$ cat src/rtl/l2lf_pkg.sv
// shared constants for the l2 linefill and read arbiter
package l2lf_pkg;
  // ----------------------------------------------------------------
  // line and burst geometry
  // ----------------------------------------------------------------
  localparam int LINE_BYTES = 32;
  localparam int LINE_LSB = 5;
  localparam int BEAT_W = 64;
  localparam int ADDR_W = 32;
  localparam logic [3:0] SINGLE_BEATS = 4'h4;
  localparam logic [3:0] DOUBLE_BEATS = 4'h8;
  localparam logic [3:0] SINGLE_LEN = 4'h3;
  localparam logic [3:0] DOUBLE_LEN = 4'h7;
  // ----------------------------------------------------------------
  // configuration bit positions and reset values
  // ----------------------------------------------------------------
  localparam int DBL_FILL_BIT = 30;
  localparam int HP_READ_BIT = 10;
  localparam logic DBL_FILL_RST = 1'b0;
  localparam logic HP_READ_RST = 1'b0;
  // ----------------------------------------------------------------
  // master interface slots and fairness
  // ----------------------------------------------------------------
  localparam logic [2:0] NUM_SLOTS = 3'h4;
  localparam logic [2:0] STARVE_LIMIT = 3'h4;
  localparam int FIFO_DEPTH = 8;
  typedef enum logic [1:0] {ST_IDLE, ST_ISSUE, ST_FILL} l2lf_state_t;
endpackage

$ cat src/rtl/l2lf_arbiter.sv
// l2 miss linefill path with read arbitration toward next-level memory
// Contract
// storage is in 32-byte lines and every allocation, lookup and eviction uses that size.
// by default a miss fetches one line as four 64-bit read beats.
// the double-line fetch is enabled by bit 30 of the prefetch configuration word.
// with double fetch enabled a miss fetches 64 bytes as eight 64-bit beats over two lines.
// during a double fetch the second line is looked up and a victim is chosen on a miss.
// a dirty victim is evicted first and the second line is not allocated before that ends.
// double fetch is disabled after reset until software sets the enable bit.
// auxiliary bit 10, reset low, puts strongly-ordered and device reads ahead of fills.
// the master interface has four outstanding address slots shared by all reads.
// a normal-memory read matching an active store on address bits 31:5 waits for it.
// eviction requests use a level request held until acknowledged, so none is lost.
// with priority on, a pending fill is still issued under a continuous uncached flow.
`timescale 1ns/10ps
module l2lf_arbiter
  import l2lf_pkg::*;
(
  // clock and reset
  input wire logic core_clk_i,
  input wire logic rst_n_i,
  // configuration words
  input wire logic [31:0] prefetch_cfg_i,
  input wire logic [31:0] aux_cfg_i,
  // cacheable miss requests
  input wire logic miss_valid_i,
  output logic miss_ready_o,
  input wire logic [l2lf_pkg::ADDR_W-1:0] miss_addr_i,
  // uncached reads
  input wire logic unc_valid_i,
  output logic unc_ready_o,
  input wire logic [l2lf_pkg::ADDR_W-1:0] unc_addr_i,
  input wire logic unc_normal_i,
  // active store buffer write
  input wire logic sb_active_i,
  input wire logic [l2lf_pkg::ADDR_W-1:0] sb_addr_i,
  // next-level read address
  output logic ar_valid_o,
  input wire logic ar_ready_i,
  output logic [l2lf_pkg::ADDR_W-1:0] ar_addr_o,
  output logic [3:0] ar_len_o,
  output logic ar_fill_o,
  // next-level read data
  input wire logic r_valid_i,
  output logic r_ready_o,
  input wire logic [l2lf_pkg::BEAT_W-1:0] r_data_i,
  input wire logic r_last_i,
  input wire logic r_fill_i,
  // returned beats toward the cache side
  output logic rd_valid_o,
  input wire logic rd_ready_i,
  output logic [l2lf_pkg::BEAT_W-1:0] rd_data_o,
  output logic rd_last_o,
  // second line lookup
  output logic lk_valid_o,
  output logic [l2lf_pkg::ADDR_W-1:0] lk_addr_o,
  input wire logic lk_done_i,
  input wire logic lk_hit_i,
  input wire logic lk_dirty_i,
  // victim eviction
  output logic ev_req_o,
  input wire logic ev_ack_i,
  // line allocation
  output logic alloc1_o,
  output logic alloc2_o,
  output logic [l2lf_pkg::ADDR_W-1:0] alloc_addr_o
);
  import l2lf_pkg::*;

  // ----------------------------------------------------------------
  // state
  // ----------------------------------------------------------------
  l2lf_state_t st_reg, st_next;
  logic dbl_en_reg, dbl_en_next, hp_en_reg, hp_en_next;
  logic [ADDR_W-1:0] miss_addr_reg, miss_addr_next;
  logic miss_dbl_reg, miss_dbl_next;
  logic [3:0] beat_reg, beat_next;
  logic data_done_reg, data_done_next;
  logic lk_pend_reg, lk_pend_next;
  logic ev_req_reg, ev_req_next;
  logic alloc2_need_reg, alloc2_need_next;
  logic [2:0] slots_reg, slots_next;
  logic [2:0] starve_reg, starve_next;
  logic fill_req, unc_req, slot_free, grant_fill, grant_unc, ar_fire;
  logic r_fire, r_done, miss_haz, unc_haz, finish, fill_beat;
  logic [3:0] beats_total;

  // ----------------------------------------------------------------
  // hazard check and arbitration
  // ----------------------------------------------------------------
  assign miss_haz = sb_active_i && (miss_addr_i[ADDR_W-1:LINE_LSB] ==
    sb_addr_i[ADDR_W-1:LINE_LSB]);
  assign unc_haz = unc_normal_i && sb_active_i &&
    (unc_addr_i[ADDR_W-1:LINE_LSB] == sb_addr_i[ADDR_W-1:LINE_LSB]);
  assign fill_req = (st_reg == ST_ISSUE);
  assign unc_req = unc_valid_i && !unc_haz;
  assign slot_free = (slots_reg < NUM_SLOTS);
  // without priority, a waiting fill goes first; with it, uncached first until starved
  assign grant_fill = fill_req && slot_free &&
    (!unc_req || !hp_en_reg || (starve_reg >= STARVE_LIMIT));
  assign grant_unc = unc_req && slot_free && !grant_fill;
  assign ar_valid_o = grant_fill || grant_unc;
  assign ar_fire = ar_valid_o && ar_ready_i;
  assign ar_fill_o = grant_fill;
  assign ar_addr_o = grant_fill ? miss_addr_reg : unc_addr_i;
  assign ar_len_o = grant_fill ? (miss_dbl_reg ? DOUBLE_LEN : SINGLE_LEN) : 4'h0;
  assign unc_ready_o = grant_unc && ar_ready_i;
  assign miss_ready_o = (st_reg == ST_IDLE) && !miss_haz;

  // ----------------------------------------------------------------
  // returned data and allocation
  // ----------------------------------------------------------------
  assign r_fire = r_valid_i && r_ready_o;
  assign r_done = r_fire && r_last_i;
  assign fill_beat = r_fire && r_fill_i && (st_reg == ST_FILL);
  assign beats_total = miss_dbl_reg ? DOUBLE_BEATS : SINGLE_BEATS;
  assign alloc1_o = fill_beat && (beat_reg == SINGLE_BEATS - 4'h1);
  // second line waits for data, lookup and any dirty writeback
  assign finish = (st_reg == ST_FILL) && data_done_reg && !lk_pend_reg && !ev_req_reg;
  assign alloc2_o = finish && alloc2_need_reg;
  assign alloc_addr_o = alloc2_o ? (miss_addr_reg + 32'(LINE_BYTES)) : miss_addr_reg;
  assign lk_valid_o = lk_pend_reg;
  assign lk_addr_o = miss_addr_reg + 32'(LINE_BYTES);
  assign ev_req_o = ev_req_reg;

  always_comb begin
    st_next = st_reg;
    dbl_en_next = prefetch_cfg_i[DBL_FILL_BIT];
    hp_en_next = aux_cfg_i[HP_READ_BIT];
    miss_addr_next = miss_addr_reg;
    miss_dbl_next = miss_dbl_reg;
    beat_next = beat_reg;
    data_done_next = data_done_reg;
    lk_pend_next = lk_pend_reg;
    ev_req_next = ev_req_reg;
    alloc2_need_next = alloc2_need_reg;
    slots_next = slots_reg;
    starve_next = starve_reg;
    if (ar_fire && !r_done) begin
      slots_next = slots_reg + 3'h1;
    end else if (r_done && !ar_fire) begin
      slots_next = slots_reg - 3'h1;
    end
    if (grant_fill && ar_ready_i) begin
      starve_next = 3'h0;
    end else if (fill_req && grant_unc && ar_ready_i && starve_reg < STARVE_LIMIT) begin
      starve_next = starve_reg + 3'h1;
    end
    case (st_reg)
      ST_IDLE: begin
        if (miss_valid_i && miss_ready_o) begin
          // requests are line aligned; the double fetch covers an aligned pair
          miss_dbl_next = dbl_en_reg;
          miss_addr_next = dbl_en_reg ? {miss_addr_i[ADDR_W-1:LINE_LSB+1], 6'h00}
            : {miss_addr_i[ADDR_W-1:LINE_LSB], 5'h00};
          st_next = ST_ISSUE;
        end
      end
      ST_ISSUE: begin
        if (grant_fill && ar_ready_i) begin
          beat_next = 4'h0;
          data_done_next = 1'b0;
          lk_pend_next = miss_dbl_reg;
          alloc2_need_next = 1'b0;
          st_next = ST_FILL;
        end
      end
      ST_FILL: begin
        if (fill_beat) begin
          beat_next = beat_reg + 4'h1;
          if (beat_reg == beats_total - 4'h1) begin
            data_done_next = 1'b1;
          end
        end
        if (lk_pend_reg && lk_done_i) begin
          lk_pend_next = 1'b0;
          alloc2_need_next = !lk_hit_i;
          ev_req_next = !lk_hit_i && lk_dirty_i;
        end else if (ev_req_reg && ev_ack_i) begin
          ev_req_next = 1'b0;
        end
        if (finish) begin
          st_next = ST_IDLE;
        end
      end
      default: begin
        st_next = ST_IDLE;
      end
    endcase
  end

  always_ff @(posedge core_clk_i) begin
    if (!rst_n_i) begin
      st_reg <= ST_IDLE;
      dbl_en_reg <= DBL_FILL_RST;
      hp_en_reg <= HP_READ_RST;
      miss_addr_reg <= '0;
      miss_dbl_reg <= 1'b0;
      beat_reg <= 4'h0;
      data_done_reg <= 1'b0;
      lk_pend_reg <= 1'b0;
      ev_req_reg <= 1'b0;
      alloc2_need_reg <= 1'b0;
      slots_reg <= 3'h0;
      starve_reg <= 3'h0;
    end else begin
      st_reg <= st_next;
      dbl_en_reg <= dbl_en_next;
      hp_en_reg <= hp_en_next;
      miss_addr_reg <= miss_addr_next;
      miss_dbl_reg <= miss_dbl_next;
      beat_reg <= beat_next;
      data_done_reg <= data_done_next;
      lk_pend_reg <= lk_pend_next;
      ev_req_reg <= ev_req_next;
      alloc2_need_reg <= alloc2_need_next;
      slots_reg <= slots_next;
      starve_reg <= starve_next;
    end
  end

  // ----------------------------------------------------------------
  // beat buffer; a stalled cache side stops accepting read data
  // ----------------------------------------------------------------
  l2lf_fifo #(.WIDTH(BEAT_W + 1), .DEPTH(FIFO_DEPTH)) u_beat_fifo (
    .core_clk_i(core_clk_i),
    .rst_n_i(rst_n_i),
    .in_valid_i(r_valid_i),
    .in_ready_o(r_ready_o),
    .in_data_i({r_last_i, r_data_i}),
    .out_valid_o(rd_valid_o),
    .out_ready_i(rd_ready_i),
    .out_data_o({rd_last_o, rd_data_o})
  );
endmodule

$ cat src/rtl/l2lf_fifo.sv
// synchronous valid/ready fifo for returned read beats
`timescale 1ns/10ps
module l2lf_fifo #(
  parameter int WIDTH = 65,
  parameter int DEPTH = 8
) (
  // clock and reset
  input wire logic core_clk_i,
  input wire logic rst_n_i,
  // fill side
  input wire logic in_valid_i,
  output logic in_ready_o,
  input wire logic [WIDTH-1:0] in_data_i,
  // drain side
  output logic out_valid_o,
  input wire logic out_ready_i,
  output logic [WIDTH-1:0] out_data_o
);
  localparam int AW = $clog2(DEPTH);
  logic [WIDTH-1:0] mem [DEPTH];
  logic [AW-1:0] wr_ptr_reg, wr_ptr_next, rd_ptr_reg, rd_ptr_next;
  logic [AW:0] count_reg, count_next;
  logic push, pop;

  assign in_ready_o = (count_reg != DEPTH[AW:0]);
  assign out_valid_o = (count_reg != '0);
  assign out_data_o = mem[rd_ptr_reg];
  assign push = in_valid_i && in_ready_o;
  assign pop = out_valid_o && out_ready_i;

  always_comb begin
    wr_ptr_next = wr_ptr_reg;
    rd_ptr_next = rd_ptr_reg;
    count_next = count_reg;
    if (push) begin
      wr_ptr_next = (wr_ptr_reg == AW'(DEPTH - 1)) ? '0 : wr_ptr_reg + 1'b1;
    end
    if (pop) begin
      rd_ptr_next = (rd_ptr_reg == AW'(DEPTH - 1)) ? '0 : rd_ptr_reg + 1'b1;
    end
    if (push && !pop) begin
      count_next = count_reg + 1'b1;
    end else if (pop && !push) begin
      count_next = count_reg - 1'b1;
    end
  end

  always_ff @(posedge core_clk_i) begin
    if (!rst_n_i) begin
      wr_ptr_reg <= '0;
      rd_ptr_reg <= '0;
      count_reg <= '0;
    end else begin
      wr_ptr_reg <= wr_ptr_next;
      rd_ptr_reg <= rd_ptr_next;
      count_reg <= count_next;
    end
  end

  // storage has no reset; only valid entries are ever read
  always_ff @(posedge core_clk_i) begin
    if (push) begin
      mem[wr_ptr_reg] <= in_data_i;
    end
  end
endmodule

$ cat config.mk
export PLATFORM = sky130hd
export DESIGN_NAME = l2lf_arbiter
export DESIGN_NICKNAME = d
export VERILOG_FILES = /design/src/rtl/l2lf_pkg.sv /design/src/rtl/l2lf_arbiter.sv /design/src/rtl/l2lf_fifo.sv
export SDC_FILE = /design/constraint.sdc
export NUM_CORES = 1
export LEC_CHECK = 0
export ABC_AREA = 1
export BUFFER_PORTS_ARGS = -buffer_cell sky130_fd_sc_hd__buf_2
export CAP_MARGIN = 5
export CORE_MARGIN = 3
export CORE_UTILIZATION = 45
export DETAILED_ROUTE_END_ITERATION = 8
export PLACE_DENSITY = 0.66
export SYNTH_ARGS = -nofsm -noshare
export SYNTH_HDL_FRONTEND = slang
export SYNTH_HIERARCHICAL = 1
export SYNTH_SLANG_ARGS = --single-unit
export TNS_END_PERCENT = 100
$ cat constraint.sdc
create_clock -name core_clk_i -period 14.35 [get_ports core_clk_i]
set_input_delay 2.87 -clock core_clk_i [delete_from_list [all_inputs] [get_ports core_clk_i]]
set_output_delay 2.87 -clock core_clk_i [all_outputs]
set_load 0.02 [all_outputs]
==> results by group <==
Critical path
  • Crit start category: primary input
  • Worst R2R Start: u_beat_fifo/count_reg[1]$_SDFFE_PN0P_
  • Worst R2R Path Depth: 7
  • Req. time, crit path: 11.48 ns
  • Crit path arrival time: 5.44 ns
  • Worst Setup End Kind: output pin
  • Reg-to-reg slack, setup: 11.04 ns
  • Reg-to-Reg End: u_beat_fifo/mem[3][32]$_DFFE_PP_
  • CP Class: primary input to output pin
  • Worst Path Max Fanout: 57

Finish
  • Layout Nets: 3118
  • Max FFs per register: 520
  • Synth-to-Final Area Change: 15.7%
  • Commonest non-fill, non-tap cell in the layout: nor2_1
  • Commonest non-fill, non-tap cells in the layout: 627 x nor2_1, 591 x nand2_1, 520 x edfxtp_1
  • Share of layout cells above drive strength 1: 0.164

Timing
  • Min cycle time layout: 8.31 ns
  • Final Max Tran Viols: 0
  • Final hold violation count: 0
  • Period utilization: 0.579
  • Final Skew: 0.0250 ns
  • RSZ-0062 raised after global routing: no
  • Setup Viol. Count Final: 0
  • Setup_tns: 0 ns
  • Max Freq: 0.120 GHz
  • Worst Max-Slew Pin Slew: 1.21 ns
  • Slew margin rel.: 0.196
  • Setup ws final: 6.04 ns

Detailed routing
  • Via Count: 18862
  • DRT antenna net count: 0
  • Drt wl/cell: 19.1 um
  • WL final: 70100 um
  • 1st-iter DRT viols: 1290
  • Residual DRC: 0
  • First-pass detailed-route iteration total: 5
  • Vias per std cell: 5.15

Synth
  • Post-synth ARST share: 0
  • Syn Area/Cell: 9.96 um2
  • Mapped Area: 25700 um2
  • Main synth FF type: edfxtp_1
  • Gate Count Post-Synth: 2579
  • EDFF count, synth: 520
  • Sequential share of the synthesized area: 0.654
  • Yosys reg bits: 579
  • Synth warnings: 6
  • Synth unique cells: 47

Placement
  • Final Wtd Congestion: 0.990
  • DP HPWL: 43200 um
  • Port bufs: 330
  • Pre-CTS WS: 6.09 ns

Floorplan
  • Die area: 60000 um2
  • IO Count: 414
  • Starting density of the core: 0.461
  • Die width: 245 um
  • Row count: 86
  • Core box area: 55700 um2
  • Die Y: 245 um

CTS
  • # hold bufs at CTS: 0
  • CTS tree: done
  • Inserted Clock Buffers: 58
  • CTS root buf: clkbuf_16
  • Clock Sinks: 579
  • Reg clk slew, reported paths: 0.06 ns
  • Worst-Skew Late Latency: 0.63 ns
  • Total number of H-tree levels: 2
  • Setup Buffers After CTS: 0
  • Clock Path Buffers: 3
  • Post-cts sizing count: 0

Pwr
  • Max VDD drop: 0.168 mV
  • Leakage: 0.0121 uW
  • PwrDens: 175 nW/um2

Global route
  • Largest net degree at the start of global routing: 142
  • Antenna violations before repair: 12
  • Vias in the first global route: 18395
  • Total GRT Usage: 0.229
  • First-pass GRT wire length: 106000 um
  • Remaining global-route overflow: 0

Min path
  • Worst min path class: flop to flop
  • HP Start: data_done_reg$_SDFFE_PN0P_
  • Hold Path End: data_done_reg$_SDFFE_PN0P_
  • Hold path depth: 2

Run
  • Max-Cap Viols: 0

Outcome
  • Outcome: finished clean
[synth_stat cells (2+ instances only)]
master | count | area, um2
a21oi_1 | 20 | 100
buf_1 | 5 | 18.8
buf_2 | 54 | 270
buf_4 | 23 | 173
buf_6 | 18 | 203
clkbuf_1 | 28 | 105
clkbuf_2 | 6 | 30.0
clkinv_1 | 4 | 15.0
dfxtp_1 | 59 | 1180
edfxtp_1 | 520 | 15600
fa_1 | 2 | 40.0
ha_1 | 11 | 138
inv_1 | 136 | 510
inv_2 | 3 | 11.3
nand2_1 | 591 | 2220
nand2_2 | 5 | 31.3
nand3_1 | 25 | 125
nand3_2 | 3 | 30.0
nand4_1 | 16 | 100
nor2_1 | 635 | 2380
nor2_2 | 2 | 12.5
nor2_4 | 5 | 56.3
nor3_1 | 10 | 50.1
nor3_2 | 2 | 20.0
nor4_1 | 5 | 31.3
o21ai_0 | 150 | 751
o21ai_1 | 177 | 886
o22ai_1 | 6 | 37.5
or2_2 | 3 | 18.8
xnor2_1 | 9 | 78.8
xor2_1 | 29 | 254
xor2_2 | 2 | 32.5
[cell type report]
cell class | count | area [um2]
Tap cell | 748 | 936
Sequential cell | 579 | 16800
Multi-Input combinational cell | 1732 | 7640
Antenna cell | 3 | 7.51
Timing Repair Buffer | 351 | 1810
Clock buffer | 71 | 1510
Inverter | 144 | 551
Fill cell | 4882 | 26000
Clock inverter | 37 | 443
[metal layers]
layer	vias to the layer above	global-route usage	wire length, um
met3	133	0.0402	4300
met4	14	0.0861	2280
met2	613	0.406	35200
met5	-	0	76
li1	9110	-	-
met1	8992	0.281	28200
[where the power goes]
group          total [uW]  switching, uW  internal [uW]
clock network        1530            623            911
registers            2070           91.4           1970
logic                1600           1140            457
[stage by stage]
step / utilization / instances / hold slack (ns) / total power, uW / cell area (um2)
CTS: 0.533 / 3662 / 0.479 / 5240 / 29700
global route: 0.533 / 3664 / 0.509 / 5500 / 29700
global placement: 0.498 / 3554 / 0.438 / 3670 / 27700
detailed placement: 0.498 / 3554 / 0.465 / 3710 / 27700
floorplan: - / 2589 / 0.422 / 3190 / 25700
finish: 0.533 / 3665 / 0.475 / 5200 / 29700
[how the worst max path moves through the flow]
stage	from	end	depth (start not counted)
floorplan	sb_addr_i[10]	unc_ready_o	13
global placement	sb_addr_i[22]	unc_ready_o	16
detailed placement	sb_addr_i[22]	unc_ready_o	16
CTS	sb_addr_i[22]	unc_ready_o	16
global route	sb_addr_i[22]	unc_ready_o	16
finish	sb_addr_i[22]	unc_ready_o	16
[critical path, stage by stage]
cell	delay [ns]
buf_2	0.10
inv_1	0.12
nand2_1	0.09
nand2_1	0.06
inv_1	0.03
nand2_1	0.11
nor2_1	0.06
nand2_1	0.05
nor2_1	0.03
nand2_1	0.12
nand3_1	0.12
nand2_2	0.12
buf_4	0.47
clkinv_1	0.45
nor3_1	0.38
buf_2	0.24
[cell families after synthesis]
family                     Yosys count  share of synthesized area
AOI/OAI and AO/OA                  358                     0.0706
xor gates and xnor gates            40                     0.0142
adders and majority gates           13                    0.00692
buffers and inverters              278                     0.0523
DFF                                579                      0.654
other                                1                   0.000146
and+or+nand+nor                   1310                      0.202
No activity file was read; power rests on OpenSTA's default activity.
